<file path="config.mk">
export PLATFORM = sky130hd
export DESIGN_NAME = csp_top
export DESIGN_NICKNAME = d
export VERILOG_FILES = /design/src/csp_pkg.sv /design/src/csp_top.sv
export SDC_FILE = /design/constraint.sdc
export NUM_CORES = 1
export LEC_CHECK = 0
export CAP_MARGIN = 0
export CORE_ASPECT_RATIO = 2
export CORE_UTILIZATION = 55
export CTS_BUF_LIST = sky130_fd_sc_hd__clkbuf_16
export CTS_CLUSTER_SIZE = 28
export DETAILED_ROUTE_END_ITERATION = 8
export DONT_BUFFER_PORTS = 1
export MAX_ROUTING_LAYER = met4
export PLACE_DENSITY = 0.7
export SYNTH_ARGS = -nofsm -noshare
export SYNTH_HDL_FRONTEND = slang
export SYNTH_SLANG_ARGS = --single-unit
</file>
<file path="constraint.sdc">
create_clock -name sys_clk -period 24.2 [get_ports sys_clk]
set_input_delay 7.26 -clock sys_clk [delete_from_list [all_inputs] [get_ports sys_clk]]
set_output_delay 7.26 -clock sys_clk [all_outputs]
set_load 0.05 [all_outputs]
</file>
<file path="src/csp_pkg.sv">
// Purpose: Shared constants and types of the clock source and prescaler block
// Assumes: 32-bit classic Wishbone register access, word aligned
// Notes: Field positions follow the register layout used by csp_top
package csp_pkg;
  // ==========================================================
  // Register offsets
  localparam logic [7:0] CSP_MAIN_CTRL_OFF = 8'h00;
  localparam logic [7:0] CSP_CLK_SEL_OFF = 8'h04;
  localparam logic [7:0] CSP_OSC0_CFG_OFF = 8'h08;
  localparam logic [7:0] CSP_OSC1_CFG_OFF = 8'h0C;
  localparam logic [7:0] CSP_SLOW_CFG_OFF = 8'h10;
  localparam logic [7:0] CSP_LOOP0_OFF = 8'h14;
  localparam logic [7:0] CSP_LOOP1_OFF = 8'h18;
  localparam logic [7:0] CSP_STATUS_OFF = 8'h1C;
  localparam logic [7:0] CSP_EVENT_OFF = 8'h20;
  localparam logic [7:0] CSP_RC_TRIM_OFF = 8'h24;

  // ==========================================================
  // Writable bit masks (reset value of every register is zero except RC trim, loaded from the fuses, and status, which reads 0x20 with the done flag high)
  localparam logic [31:0] CSP_MAIN_CTRL_MASK = 32'h0000000F;
  localparam logic [31:0] CSP_CLK_SEL_MASK = 32'h87870087;
  localparam logic [31:0] CSP_OSC_CFG_MASK = 32'h00000F01;
  localparam logic [31:0] CSP_SLOW_CFG_MASK = 32'h00000F03;
  localparam logic [31:0] CSP_LOOP_MASK = 32'h00FF0F33;
  localparam logic [31:0] CSP_EVENT_MASK = 32'h0000003F;
  localparam logic [31:0] CSP_RC_TRIM_MASK = 32'h000000FF;

  // ==========================================================
  // Field positions
  localparam int CSP_SRC_LSB = 0;
  localparam int CSP_OSC0_ON_BIT = 2;
  localparam int CSP_OSC1_ON_BIT = 3;
  localparam int CSP_CPU_SEL_LSB = 0;
  localparam int CSP_CPU_DIV_BIT = 7;
  localparam int CSP_BUS_SEL_LSB = 8;
  localparam int CSP_BUS_DIV_BIT = 15;
  localparam int CSP_PBA_SEL_LSB = 16;
  localparam int CSP_PBA_DIV_BIT = 23;
  localparam int CSP_PBB_SEL_LSB = 24;
  localparam int CSP_PBB_DIV_BIT = 31;
  localparam int CSP_STAT_SWITCH_BIT = 5;
  localparam int CSP_STAT_RC_BIT = 6;

  // ==========================================================
  // Main clock source codes
  localparam logic [1:0] CSP_SRC_SLOW = 2'h0;
  localparam logic [1:0] CSP_SRC_OSC0 = 2'h1;
  localparam logic [1:0] CSP_SRC_LOOP0 = 2'h2;

  // ==========================================================
  // Timing constants
  localparam logic [1:0] CSP_RC_START_TICKS = 2'h3;
  localparam logic [3:0] CSP_SWITCH_GAP = 4'h8;
  localparam logic [7:0] CSP_PRESC_WRAP = 8'hFF;
  localparam logic [7:0] CSP_LOCK_BLANK = 8'h40;

  // ==========================================================
  // Register images
  typedef struct packed {
    logic [19:0] rsvd_hi;
    logic [3:0] startup;
    logic [6:0] rsvd_lo;
    logic mode;
  } csp_osc_cfg_t;

  typedef struct packed {
    logic [7:0] rsvd_hi;
    logic [7:0] multiplier;
    logic [3:0] rsvd_mid;
    logic [3:0] divider;
    logic [1:0] rsvd_opt;
    logic [1:0] options;
    logic [1:0] rsvd_lo;
    logic ref_select;
    logic on;
  } csp_loop_cfg_t;

  typedef struct packed {
    logic [8:0] ratio_num;
    logic [3:0] ratio_den;
    logic halve;
  } csp_loop_drive_t;

  typedef enum logic [2:0] {
    CSP_SW_IDLE = 3'b001,
    CSP_SW_DRAIN = 3'b010,
    CSP_SW_SWAP = 3'b100
  } csp_sw_state_t;
endpackage

</file>
<file path="src/csp_top.sv">
// Purpose: Oscillator control, main clock selection and synchronous prescaler
// Assumes: rc_tick marks one slow RC oscillator cycle in the sys_clk domain
// Notes: Synchronous clocks leave as clock enables of the main clock model
`timescale 1ns/10ps
`default_nettype none
module csp_top
  import csp_pkg::*;
(
  input wire logic sys_clk, // System clock, 125 MHz
  input wire logic rst, // Asynchronous reset, active high
  input wire logic por, // Power-on reset, active high
  input wire logic wb_cyc_i, // Wishbone cycle
  input wire logic wb_stb_i, // Wishbone strobe
  input wire logic wb_we_i, // Wishbone write
  input wire logic [7:0] wb_adr_i, // Wishbone byte address
  input wire logic [3:0] wb_sel_i, // Wishbone byte lanes
  input wire logic [31:0] wb_dat_i, // Wishbone write data
  output logic [31:0] wb_dat_o, // Wishbone read data
  output logic wb_ack_o, // Wishbone acknowledge
  input wire logic rc_tick, // One pulse per RC cycle
  input wire logic sleep_osc_stop, // Sleep stops main oscillators
  input wire logic sleep_static, // Static sleep, RC oscillator and slow crystal off
  input wire logic [1:0] loop_lock_raw, // Analog lock of each loop
  input wire logic [7:0] rc_trim_fuses, // Factory RC trim
  output logic rc_run, // RC oscillator enable
  output logic rc_ready, // RC oscillator usable
  output logic [7:0] rc_trim, // RC trim to oscillator
  output logic [1:0] osc_enable, // Main oscillator enables
  output logic [1:0] osc_crystal_mode, // 1 crystal, 0 external clock
  output logic [1:0] osc_gate, // Oscillator clock released
  output logic [1:0] xin_free, // Input pin free for I/O
  output logic [1:0] crystal_out_pin_free, // Output pin free for I/O
  output logic slow_crystal_enable, // Slow crystal enable
  output logic slow_crystal_gate, // Slow crystal clock released
  output logic [1:0] loop_enable, // Loop enables
  output logic [1:0] loop_ref, // Loop reference select
  output csp_loop_drive_t [1:0] loop_drive, // Loop ratio to analog
  output logic [1:0] loop_gate, // Loop clock released
  output logic [1:0] main_source, // Main clock source in use
  output logic main_gate, // Main clock released
  output logic cpu_clk_en, // Core clock enable
  output logic hsb_clk_en, // High speed bus clock enable
  output logic pba_clk_en, // Peripheral bus A clock enable
  output logic pbb_clk_en, // Peripheral bus B clock enable
  output logic clock_switch_done // New clock setting in effect
);
  // ==========================================================
  // Register state
  logic [31:0] main_clock_control_q;
  logic [31:0] clock_select_register_q;
  logic [31:0] clk_active_q;
  csp_osc_cfg_t [1:0] main_osc_config_q;
  logic [31:0] slow_crystal_config_q;
  csp_loop_cfg_t [1:0] loop_cfg_q;
  logic [31:0] event_q;
  logic [7:0] rc_trim_register_q;
  logic trim_loaded_q;
  logic [1:0] rc_cnt_q;
  logic [1:0] main_osc_stable_q;
  logic [15:0] osc_cnt_q [1:0];
  logic [15:0] slow_cnt_q;
  logic slow_crystal_stable_q;
  logic [1:0] loop_locked_q;
  logic [7:0] lock_cnt_q [1:0];
  logic [7:0] presc_q;
  logic tap_pending_q;
  csp_sw_state_t sw_state_q;
  logic [3:0] gap_q;
  logic [1:0] src_req_q;
  logic [5:0] status_prev_q;

  // Bus decode
  logic wr_stb;
  logic rd_stb;
  logic [31:0] byte_mask;
  logic [31:0] status_word;
  logic [31:0] sel_view;
  logic [4:0] rise_ev;
  logic src_ready;

  // Byte lane merge of write data
  function automatic logic [31:0] csp_merge(input logic [31:0] old_v, input logic [31:0] msk,
                                            input logic [31:0] wmask);
    csp_merge = (old_v & ~(msk & wmask)) | (wb_dat_i & msk & wmask);
  endfunction

  // Tap fires when low bits sel..0 all ones
  function automatic logic csp_tap(input logic div, input logic [2:0] sel, input logic [7:0] cnt);
    logic [8:0] span;
    span = (9'h002 << sel) - 9'h001;
    csp_tap = ~div | (&(cnt | ~span[7:0]));
  endfunction

  assign wr_stb = wb_cyc_i & wb_stb_i & wb_we_i & ~wb_ack_o;
  assign rd_stb = wb_cyc_i & wb_stb_i & ~wb_we_i & ~wb_ack_o;
  assign byte_mask = {{8{wb_sel_i[3]}}, {8{wb_sel_i[2]}}, {8{wb_sel_i[1]}}, {8{wb_sel_i[0]}}};

  // Bus fields mirror core fields
  assign sel_view = {clock_select_register_q[31:16], clock_select_register_q[7:0],
                     clock_select_register_q[7:0]};
  assign status_word = {25'h0, rc_ready, clock_switch_done, slow_crystal_stable_q,
                        loop_locked_q, main_osc_stable_q};
  assign rise_ev = status_word[4:0] & ~status_prev_q[4:0];

  // ==========================================================
  // Wishbone acknowledge and read data
  always_ff @(posedge sys_clk or posedge rst)
  begin
    if (rst)
    begin
      wb_ack_o <= 1'b0;
      wb_dat_o <= 32'h00000000;
    end
    else
    begin
      wb_ack_o <= wb_cyc_i & wb_stb_i & ~wb_ack_o;
      if (rd_stb)
      begin
        case (wb_adr_i)
          CSP_MAIN_CTRL_OFF: wb_dat_o <= main_clock_control_q;
          CSP_CLK_SEL_OFF: wb_dat_o <= sel_view;
          CSP_OSC0_CFG_OFF: wb_dat_o <= main_osc_config_q[0];
          CSP_OSC1_CFG_OFF: wb_dat_o <= main_osc_config_q[1];
          CSP_SLOW_CFG_OFF: wb_dat_o <= slow_crystal_config_q;
          CSP_LOOP0_OFF: wb_dat_o <= loop_cfg_q[0];
          CSP_LOOP1_OFF: wb_dat_o <= loop_cfg_q[1];
          CSP_STATUS_OFF: wb_dat_o <= status_word;
          CSP_EVENT_OFF: wb_dat_o <= event_q;
          CSP_RC_TRIM_OFF: wb_dat_o <= {24'h000000, rc_trim_register_q};
          default: wb_dat_o <= 32'h00000000;
        endcase
      end
    end
  end

  // ==========================================================
  // Control registers on system reset
  always_ff @(posedge sys_clk or posedge rst)
  begin
    if (rst)
    begin
      main_clock_control_q <= 32'h00000000;
      clock_select_register_q <= 32'h00000000;
      main_osc_config_q <= '0;
      loop_cfg_q <= '0;
    end
    else if (wr_stb)
    begin
      case (wb_adr_i)
        CSP_MAIN_CTRL_OFF:
          main_clock_control_q <= csp_merge(main_clock_control_q, CSP_MAIN_CTRL_MASK,
                                            byte_mask);
        CSP_CLK_SEL_OFF:
          clock_select_register_q <= csp_merge(clock_select_register_q, CSP_CLK_SEL_MASK,
                                               byte_mask & 32'hFFFF00FF);
        CSP_OSC0_CFG_OFF:
          main_osc_config_q[0] <= csp_merge(main_osc_config_q[0], CSP_OSC_CFG_MASK, byte_mask);
        CSP_OSC1_CFG_OFF:
          main_osc_config_q[1] <= csp_merge(main_osc_config_q[1], CSP_OSC_CFG_MASK, byte_mask);
        CSP_LOOP0_OFF:
          loop_cfg_q[0] <= csp_merge(loop_cfg_q[0], CSP_LOOP_MASK, byte_mask);
        CSP_LOOP1_OFF:
          loop_cfg_q[1] <= csp_merge(loop_cfg_q[1], CSP_LOOP_MASK, byte_mask);
        default:
        begin
        end
      endcase
    end
  end

  // Slow crystal setup kept across all but power-on
  always_ff @(posedge sys_clk or posedge por)
  begin
    if (por)
      slow_crystal_config_q <= 32'h00000000;
    else if (wr_stb && wb_adr_i == CSP_SLOW_CFG_OFF)
      slow_crystal_config_q <= csp_merge(slow_crystal_config_q, CSP_SLOW_CFG_MASK, byte_mask);
  end

  // ==========================================================
  // Rising edge event flags, write one to clear, set wins
  always_ff @(posedge sys_clk or posedge rst)
  begin
    if (rst)
    begin
      event_q <= 32'h00000000;
      status_prev_q <= 6'h20; // Done flag idles high
    end
    else
    begin
      status_prev_q <= status_word[5:0];
      event_q <= ((wr_stb && wb_adr_i == CSP_EVENT_OFF) ?
                  (event_q & ~(wb_dat_i & byte_mask & CSP_EVENT_MASK)) : event_q)
                 | {26'h0, clock_switch_done & ~status_prev_q[5], rise_ev};
    end
  end

  // ==========================================================
  // RC oscillator, start-up and trim
  always_ff @(posedge sys_clk or posedge rst)
  begin
    if (rst)
    begin
      rc_run <= 1'b1;
      rc_ready <= 1'b0;
      rc_cnt_q <= 2'h0;
      rc_trim_register_q <= 8'h00;
      trim_loaded_q <= 1'b0;
      rc_trim <= 8'h00;
    end
    else
    begin
      rc_run <= ~sleep_static;
      if (sleep_static)
        rc_cnt_q <= 2'h0;
      else if (rc_tick && rc_cnt_q != CSP_RC_START_TICKS)
        rc_cnt_q <= rc_cnt_q + 2'h1;
      rc_ready <= ~sleep_static & (rc_cnt_q == CSP_RC_START_TICKS);
      trim_loaded_q <= 1'b1;
      if (!trim_loaded_q)
        rc_trim_register_q <= rc_trim_fuses;
      else if (wr_stb && wb_adr_i == CSP_RC_TRIM_OFF && wb_sel_i[0])
        rc_trim_register_q <= wb_dat_i[7:0];
      rc_trim <= rc_trim_register_q;
    end
  end

  // ==========================================================
  // Main oscillators and loops, one slice each
  genvar gi;
  generate
    for (gi = 0; gi < 2; gi = gi + 1)
    begin : g_unit
      logic osc_on;
      logic [15:0] osc_target;
      assign osc_on = main_clock_control_q[CSP_OSC0_ON_BIT + gi] & ~sleep_osc_stop;
      assign osc_target = 16'h0001 << main_osc_config_q[gi].startup;

      // Start-up masking restarts on every stop
      always_ff @(posedge sys_clk or posedge rst)
      begin
        if (rst)
        begin
          osc_cnt_q[gi] <= 16'h0000;
          main_osc_stable_q[gi] <= 1'b0;
          osc_enable[gi] <= 1'b0;
          osc_crystal_mode[gi] <= 1'b0;
          osc_gate[gi] <= 1'b0;
          xin_free[gi] <= 1'b1;
          crystal_out_pin_free[gi] <= 1'b1;
        end
        else
        begin
          if (!osc_on)
            osc_cnt_q[gi] <= 16'h0000;
          else if (rc_tick && osc_cnt_q[gi] != osc_target)
            osc_cnt_q[gi] <= osc_cnt_q[gi] + 16'h0001;
          main_osc_stable_q[gi] <= osc_on & (osc_cnt_q[gi] == osc_target);
          osc_gate[gi] <= main_osc_stable_q[gi];
          osc_enable[gi] <= osc_on;
          osc_crystal_mode[gi] <= main_osc_config_q[gi].mode;
          xin_free[gi] <= ~main_clock_control_q[CSP_OSC0_ON_BIT + gi];
          crystal_out_pin_free[gi] <= ~main_clock_control_q[CSP_OSC0_ON_BIT + gi]
                           | ~main_osc_config_q[gi].mode;
        end
      end

      // Loop lock blanking after enable or retune
      logic loop_on;
      logic retune;
      logic [8:0] mul_plus;
      csp_loop_cfg_t cfg_prev_q;
      assign loop_on = loop_cfg_q[gi].on & ~sleep_osc_stop;
      assign retune = (loop_on & ~cfg_prev_q.on)
                      | (loop_cfg_q[gi].ref_select != cfg_prev_q.ref_select)
                      | (loop_cfg_q[gi].multiplier != cfg_prev_q.multiplier)
                      | (loop_cfg_q[gi].divider != cfg_prev_q.divider);
      assign mul_plus = {1'b0, loop_cfg_q[gi].multiplier} + 9'h001;

      always_ff @(posedge sys_clk or posedge rst)
      begin
        if (rst)
        begin
          cfg_prev_q <= '0;
          lock_cnt_q[gi] <= 8'h00;
          loop_locked_q[gi] <= 1'b0;
          loop_gate[gi] <= 1'b0;
          loop_enable[gi] <= 1'b0;
          loop_ref[gi] <= 1'b0;
          loop_drive[gi] <= '0;
        end
        else
        begin
          cfg_prev_q <= loop_cfg_q[gi];
          cfg_prev_q.on <= loop_on;
          if (!loop_on || retune)
            lock_cnt_q[gi] <= CSP_LOCK_BLANK;
          else if (lock_cnt_q[gi] != 8'h00)
            lock_cnt_q[gi] <= lock_cnt_q[gi] - 8'h01;
          loop_locked_q[gi] <= loop_on & ~retune & (lock_cnt_q[gi] == 8'h00)
                               & loop_lock_raw[gi];
          loop_gate[gi] <= loop_locked_q[gi];
          loop_enable[gi] <= loop_on;
          loop_ref[gi] <= loop_cfg_q[gi].ref_select;
          if (loop_cfg_q[gi].divider == 4'h0)
          begin
            loop_drive[gi].ratio_num <= {mul_plus[7:0], 1'b0};
            loop_drive[gi].ratio_den <= 4'h1;
          end
          else
          begin
            loop_drive[gi].ratio_num <= mul_plus;
            loop_drive[gi].ratio_den <= loop_cfg_q[gi].divider;
          end
          loop_drive[gi].halve <= loop_cfg_q[gi].options[1];
        end
      end
    end
  endgenerate

  // ==========================================================
  // Slow crystal, survives system reset
  logic [15:0] slow_target;
  logic slow_on;
  assign slow_target = 16'h0001 << slow_crystal_config_q[11:8];
  assign slow_on = slow_crystal_config_q[0] & ~sleep_static;

  always_ff @(posedge sys_clk or posedge por)
  begin
    if (por)
    begin
      slow_cnt_q <= 16'h0000;
      slow_crystal_stable_q <= 1'b0;
      slow_crystal_enable <= 1'b0;
      slow_crystal_gate <= 1'b0;
    end
    else
    begin
      if (!slow_on)
        slow_cnt_q <= 16'h0000;
      else if (rc_tick && slow_cnt_q != slow_target)
        slow_cnt_q <= slow_cnt_q + 16'h0001;
      slow_crystal_stable_q <= slow_on & (slow_cnt_q == slow_target);
      slow_crystal_enable <= slow_on;
      slow_crystal_gate <= slow_crystal_stable_q;
    end
  end

  // ==========================================================
  // Main source switch: gate off, drain, swap, wait ready
  always_comb
  begin
    case (src_req_q)
      CSP_SRC_OSC0: src_ready = main_osc_stable_q[0];
      CSP_SRC_LOOP0: src_ready = loop_locked_q[0];
      default: src_ready = rc_ready;
    endcase
  end

  always_ff @(posedge sys_clk or posedge rst)
  begin
    if (rst)
    begin
      sw_state_q <= CSP_SW_IDLE;
      gap_q <= 4'h0;
      src_req_q <= CSP_SRC_SLOW;
      main_source <= CSP_SRC_SLOW;
      main_gate <= 1'b1;
    end
    else
    begin
      case (sw_state_q)
        CSP_SW_IDLE:
          if (main_clock_control_q[CSP_SRC_LSB +: 2] != main_source)
          begin
            src_req_q <= main_clock_control_q[CSP_SRC_LSB +: 2];
            main_gate <= 1'b0;
            gap_q <= CSP_SWITCH_GAP;
            sw_state_q <= CSP_SW_DRAIN;
          end
        CSP_SW_DRAIN:
          if (gap_q == 4'h0)
          begin
            main_source <= src_req_q;
            sw_state_q <= CSP_SW_SWAP;
          end
          else
            gap_q <= gap_q - 4'h1;
        CSP_SW_SWAP:
          if (src_ready)
          begin
            main_gate <= 1'b1;
            sw_state_q <= CSP_SW_IDLE;
          end
        default:
          sw_state_q <= CSP_SW_IDLE;
      endcase
    end
  end

  // ==========================================================
  // Prescaler; taps retuned only at full wrap
  always_ff @(posedge sys_clk or posedge rst)
  begin
    if (rst)
    begin
      presc_q <= 8'h00;
      clk_active_q <= 32'h00000000;
      tap_pending_q <= 1'b0;
      clock_switch_done <= 1'b1;
      cpu_clk_en <= 1'b0;
      hsb_clk_en <= 1'b0;
      pba_clk_en <= 1'b0;
      pbb_clk_en <= 1'b0;
    end
    else
    begin
      if (main_gate)
        presc_q <= presc_q + 8'h01;
      if (wr_stb && wb_adr_i == CSP_CLK_SEL_OFF)
        tap_pending_q <= 1'b1;
      else if (tap_pending_q && main_gate && presc_q == CSP_PRESC_WRAP)
      begin
        clk_active_q <= clock_select_register_q;
        tap_pending_q <= 1'b0;
      end
      clock_switch_done <= ~tap_pending_q & ~(wr_stb && wb_adr_i == CSP_CLK_SEL_OFF)
                           & (sw_state_q == CSP_SW_IDLE);
      cpu_clk_en <= main_gate & csp_tap(clk_active_q[CSP_CPU_DIV_BIT],
                    clk_active_q[CSP_CPU_SEL_LSB +: 3], presc_q);
      hsb_clk_en <= main_gate & csp_tap(clk_active_q[CSP_CPU_DIV_BIT],
                    clk_active_q[CSP_CPU_SEL_LSB +: 3], presc_q);
      pba_clk_en <= main_gate & csp_tap(clk_active_q[CSP_PBA_DIV_BIT],
                    clk_active_q[CSP_PBA_SEL_LSB +: 3], presc_q);
      pbb_clk_en <= main_gate & csp_tap(clk_active_q[CSP_PBB_DIV_BIT],
                    clk_active_q[CSP_PBB_SEL_LSB +: 3], presc_q);
    end
  end
endmodule
`default_nettype wire

</file>
### After elaboration in Yosys (flattened, before gate mapping)

Index checks and enable logic that the tools add are counted.

* RAM bits: 0
* memory bits (read-only): 0
* memories kept: 0
* output and inout bits: 97
* logic and storage cells: 315
* bits of input ports: 63
* register bits after elaboration: 512
* bits in latches: 0

* bitwise gates (word level): 94
* magnitude comparators: 0
* equal/unequal tests: 38
* divide/modulo/power cells: 0
* reduce and logical (&&, ||, !) cells: 44
* shift operators: 6
* add/subtract/negate cells: 13
* muxes and demuxes: 31
* multipliers: 0

Operators by type and width (number)
* $pmux 32 s10: 1
* $and 32x32->32: 9
* $or 32x32->32: 7
* $mux 16: 6
* $and 12x32->32: 2
* $not 12->32: 2
* $add 16x1->16 const B: 3
* $eq 16x16->1: 3
* $mux 8: 6
* $ne 16x16->1: 3
* $shl 1x4->16 const A: 3
* $sub 8x1->8 const B: 5
* $and 24x32->32: 1
* $and 4x32->32: 1
* $eq 8x5->1 const B: 4
* $mux 32: 1
* $not 24->32: 1
* $not 32->32: 1
* $not 4->32: 1
* $not 6->32: 1
* $or 32x6->32: 1
* $and 1x1->1: 29
* $mux 13: 2
* $logic_not 8->1: 3
* other kinds (43): 130

### Depth between registers and ports, before layout

* word-level depth: 10
* gate-level depth with buffers: 11
* depth with buffers taken out: 9

### Worst setup path before layout

Ideal clock, no wire load.

* kind: input to register
* from: in wb_adr_i[2]
* to: reg clk_active_q[0]
* cell stages on the path: 7
* arrival time: 8.905 ns
* path buffers: 2
* path slack: 15.170 ns
* library setup time: 0.125 ns
* cells stage by stage: clkbuf_1 > nand2_1 > nor2_1 > and2_1 > or2_2 > buf_2 > mux2_2

* word-level cells in the longest chain between the ends: 4

Ends and longest elaborated chain
* start, declared: line csp_top.sv:15 `input wire logic [7:0] wb_adr_i,`
* $eq 8x3->1: line csp_top.sv:420 `if (wr_stb && wb_adr_i == CSP_CLK_SEL_OFF)`
* $logic_and 1x1->1: line csp_top.sv:420
* $not 1->1 (no line)
* $reduce_and 2->1 (no line)
* end signal, assigned: line csp_top.sv:424 `clk_active_q <= clock_select_register_q;`
* end, declared: line csp_top.sv:51 `logic [31:0] clk_active_q;`

Every way passes these cells.
A chain may end at the register's enable or synchronous reset.

### Final worst setup path

* from: in wb_adr_i[5]
* to: reg wb_dat_o[8]

* word-level cells in the longest chain between the ends: 2
* elaborated cells between the ends (all ways): 11
* those cells by class: eq/ne: 9; mux: 1; reduce/logical: 1

Ends and longest elaborated chain
* $eq 8x6->1 (tied with other cells): line csp_top.sv:119 `case (wb_adr_i)`
* $pmux 32 s10 (*): line csp_top.sv:119
* end signal, assigned: line csp_top.sv:120 `CSP_MAIN_CTRL_OFF: wb_dat_o <= main_clock_control_q;`
* end signal, assigned: line csp_top.sv:121 `CSP_CLK_SEL_OFF: wb_dat_o <= sel_view;`
* end signal, assigned: line csp_top.sv:122 `CSP_OSC0_CFG_OFF: wb_dat_o <= main_osc_config_q[0];`
* end, declared: line csp_top.sv:18 `output logic [31:0] wb_dat_o,`

Mark *: on every way between the ends. The rest lies on a longest branch, timed or not.

==> results.ini <==
[finish]
layout_commonest_cell=sky130_fd_sc_hd__dfrtp_1
area_growth_syn_to_layout_pct=5.80
final_layout_size_suffix_gt1_share_pct=11.6
layout_common_cells=sky130_fd_sc_hd__dfrtp_1, sky130_fd_sc_hd__nor2_1, sky130_fd_sc_hd__nand2_1
num-nets-final=1451

[cts]
cts_hold_buf=0
numCtsBuffers=26
insertion_delay_ps=550
postCtsResizedCells=0
cts_tree=built
path_clk_slew_ps=60
root_buffer=sky130_fd_sc_hd__clkbuf_16
postCtsSetupRepairBufs=0
h-tree-depth=1
clock_sink_count=295
ctsLongestPathBuffers=3

[floorplan]
pin_count=160
initial_core_util_pct=55.8
floorplan.die_area_mm2=0.0272
fp-row-count=84
die_height_um=232
core_area_mm2=0.0262
floorplan.die.width_um=117

[flow_run]
max_cap_viol_count=0

[yosys]
synth_top_area_cell=sky130_fd_sc_hd__dfrtp_1
yosys_warnings=0
ys_seq_elements=295
postSynthAreaPerCell_um2=10.2
synth.yosys.seq_area_share_pct=50.6
postSynth.topFlopCell=sky130_fd_sc_hd__dfrtp_1
post-synth-top-area-fraction_pct=49.0
synth_enable_flop_cells=0
netlist-cell-type-count=86
netlist_area_mm2=0.0146
syn-instance-count=1437
dominant_cells_by_area_after_synthesis=sky130_fd_sc_hd__dfrtp_1, sky130_fd_sc_hd__mux2_2, sky130_fd_sc_hd__nor2_1
async_flop_share_pct=100

[placement]
place_ws_ps=14610
io_buffer_count=0
gp_routability_congestion=0.900
dp_hpwl_mm=26.6

[sta]
worst-slew-pin-transition_ps=1160
timing.final.ws_setup_ps=15090
hold_violations=0
post-route-period-util_pct=37.6
report.final.slew_viol_count=0
fmax_mhz=110
relSlewSlack_pct=21.8
layout_min_cycle_time_ps=9110
grt_setup_unrepaired=false
report.final.setup_viol=0
fin_skew_ps=16.6
setup-tns-final_ps=0

[grt]
first_global_vias=10900
total_global_routing_track_utilization_pct=28.8
grt_antenna_before_repair=2
grt_pass1_wl_mm=58.2
grt_max_degree=126
grt_remaining_overflow=0

[drt]
antenna_left=0
drt_pre_antenna_iters=5
routed-via-count=10800
drc=0
routed_wire_length_per_instance_um=21.2
route.detailed.vias_per_inst=6.21
wirelength_mm=36.8
number_of_drc_markers_after_the_initial_detailed_route_iteration=759

[critical_path]
critPathLaunch=wb_adr_i[5]
timing.critical_path.cells=nor3_1 -> nand2_1 -> nor2_1 -> a22oi_1 -> o2111ai_1 -> a31oi_1 -> o21ai_0
worst-r2r-cell-count=7
timing.critical_path.slowest_stage_cell=sky130_fd_sc_hd__nor2_1
worst-setup-path-type=in -> reg
r2r-end=osc_cnt_q[17]
worst_ep_arrival_time_ps=9550
critPathLaunchType=input port
max_stage_delay_ps=800
worst_ep_required_time_ps=24640
crit_fanout=10
regToRegSetupSlack_ps=21350
cp-endpoint=wb_dat_o[8]
critical_path.endpoint_type=flip-flop

[hold_path]
min-delay-path-class=reg -> reg

[power_and_ir_drop]
switchingPower_w=0.000240
worst_ir_drop_vdd_uv=48.3
total_leakage_power_nw=6.72
clockPowerShare_pct=41.7
sw_frac_of_total_pct=24.6
pwr-share-comb_pct=3.3
power_density_mw_per_mm2=63.2
intPower_w=0.000736
seq_power_share_pct=55.0

[outcome]
status=complete, no violations

[per-stage QoR]
step                hold slack [ps]  instance area [um2]  total power [W]  std cells  util (%)
floorplan                       352                14600         0.000570       1443         -
global placement                380                14600         0.000577       1689      55.9
detailed placement              388                14600         0.000579       1689      55.9
CTS                             403                15400         0.000985       1737      59.0
global route                    421                15400          0.00101       1739      59.0
finish                          406                15400         0.000976       1739      59.0
[layout make-up]
cell class | instances | area (um2)
Tap cell | 344 | 430
Timing Repair Buffer | 7 | 52.6
Multi-Input combinational cell | 1009 | 6610
Antenna cell | 2 | 5.00
Clock inverter | 21 | 146
Clock buffer | 27 | 676
Sequential cell | 295 | 7390
Inverter | 34 | 135
Fill cell | 2236 | 10700
[how the worst min path moves through the flow]
stage | startpoint | endpoint | slack [ps] | depth (start not counted)
2_1_floorplan | flip-flop | g_unit[0].cfg_prev_q[21] | 350 | 0
3_3_place_gp | flip-flop | loop_drive[14] | 380 | 0
3_5_place_dp | rc_trim_register_q[3] | rc_trim[3] | 390 | 0
4_1_cts | rc_trim_register_q[3] | rc_trim[3] | 400 | 0
5_1_grt | rc_trim_register_q[3] | rc_trim[3] | 420 | 0
6_report | rc_trim_register_q[3] | rc_trim[3] | 410 | 0
[power by group through the flow]
stage / clock network (W) / logic (W) / registers (W)
6_report: 0.000407 / 0.0000322 / 0.000537
5_1_grt: 0.000432 / 0.0000372 / 0.000538
4_1_cts: 0.000415 / 0.0000331 / 0.000536
3_5_place_dp: 0 / 0.0000330 / 0.000546
3_3_place_gp: 0 / 0.0000320 / 0.000545
2_1_floorplan: 0 / 0.0000295 / 0.000540
[cell families after synthesis]
logic type	after synthesis	synth area share, %
buf+inv	139	4.37
xor+xnor	80	4.80
mux	97	7.35
other cells	2	0.0514
simple gates	534	18.8
compound gates	275	12.7
flops	295	50.6
fa+ha+maj	15	1.29
[cells in the mapped netlist, types with 26 or more instances]
master and number:
sky130_fd_sc_hd__mux2_2 81, sky130_fd_sc_hd__dfrtp_1 286, sky130_fd_sc_hd__o21ai_0 64, sky130_fd_sc_hd__xnor2_1 50
sky130_fd_sc_hd__nand2_1 119, sky130_fd_sc_hd__xor2_1 30, sky130_fd_sc_hd__nand3_1 54, sky130_fd_sc_hd__a21oi_1 61
sky130_fd_sc_hd__nor3_1 26, sky130_fd_sc_hd__nor2_1 147, sky130_fd_sc_hd__nand4_1 27, sky130_fd_sc_hd__inv_1 33
sky130_fd_sc_hd__clkbuf_1 68
[worst max-delay path: cells and delay by family]
family          cells  cell delay (ps)
simple gates        3             1560
compound gates      4              730
[metal layers]
layer,share of wire [%],GRT usage (%),vias up
met2,54,50.8,319
met3,6.0,5.91,122
met5,0,-,-
li1,-,-,4982
met4,5.4,14.6,0
met1,35,29.4,5370
No activity file was read; power rests on OpenSTA's default activity.
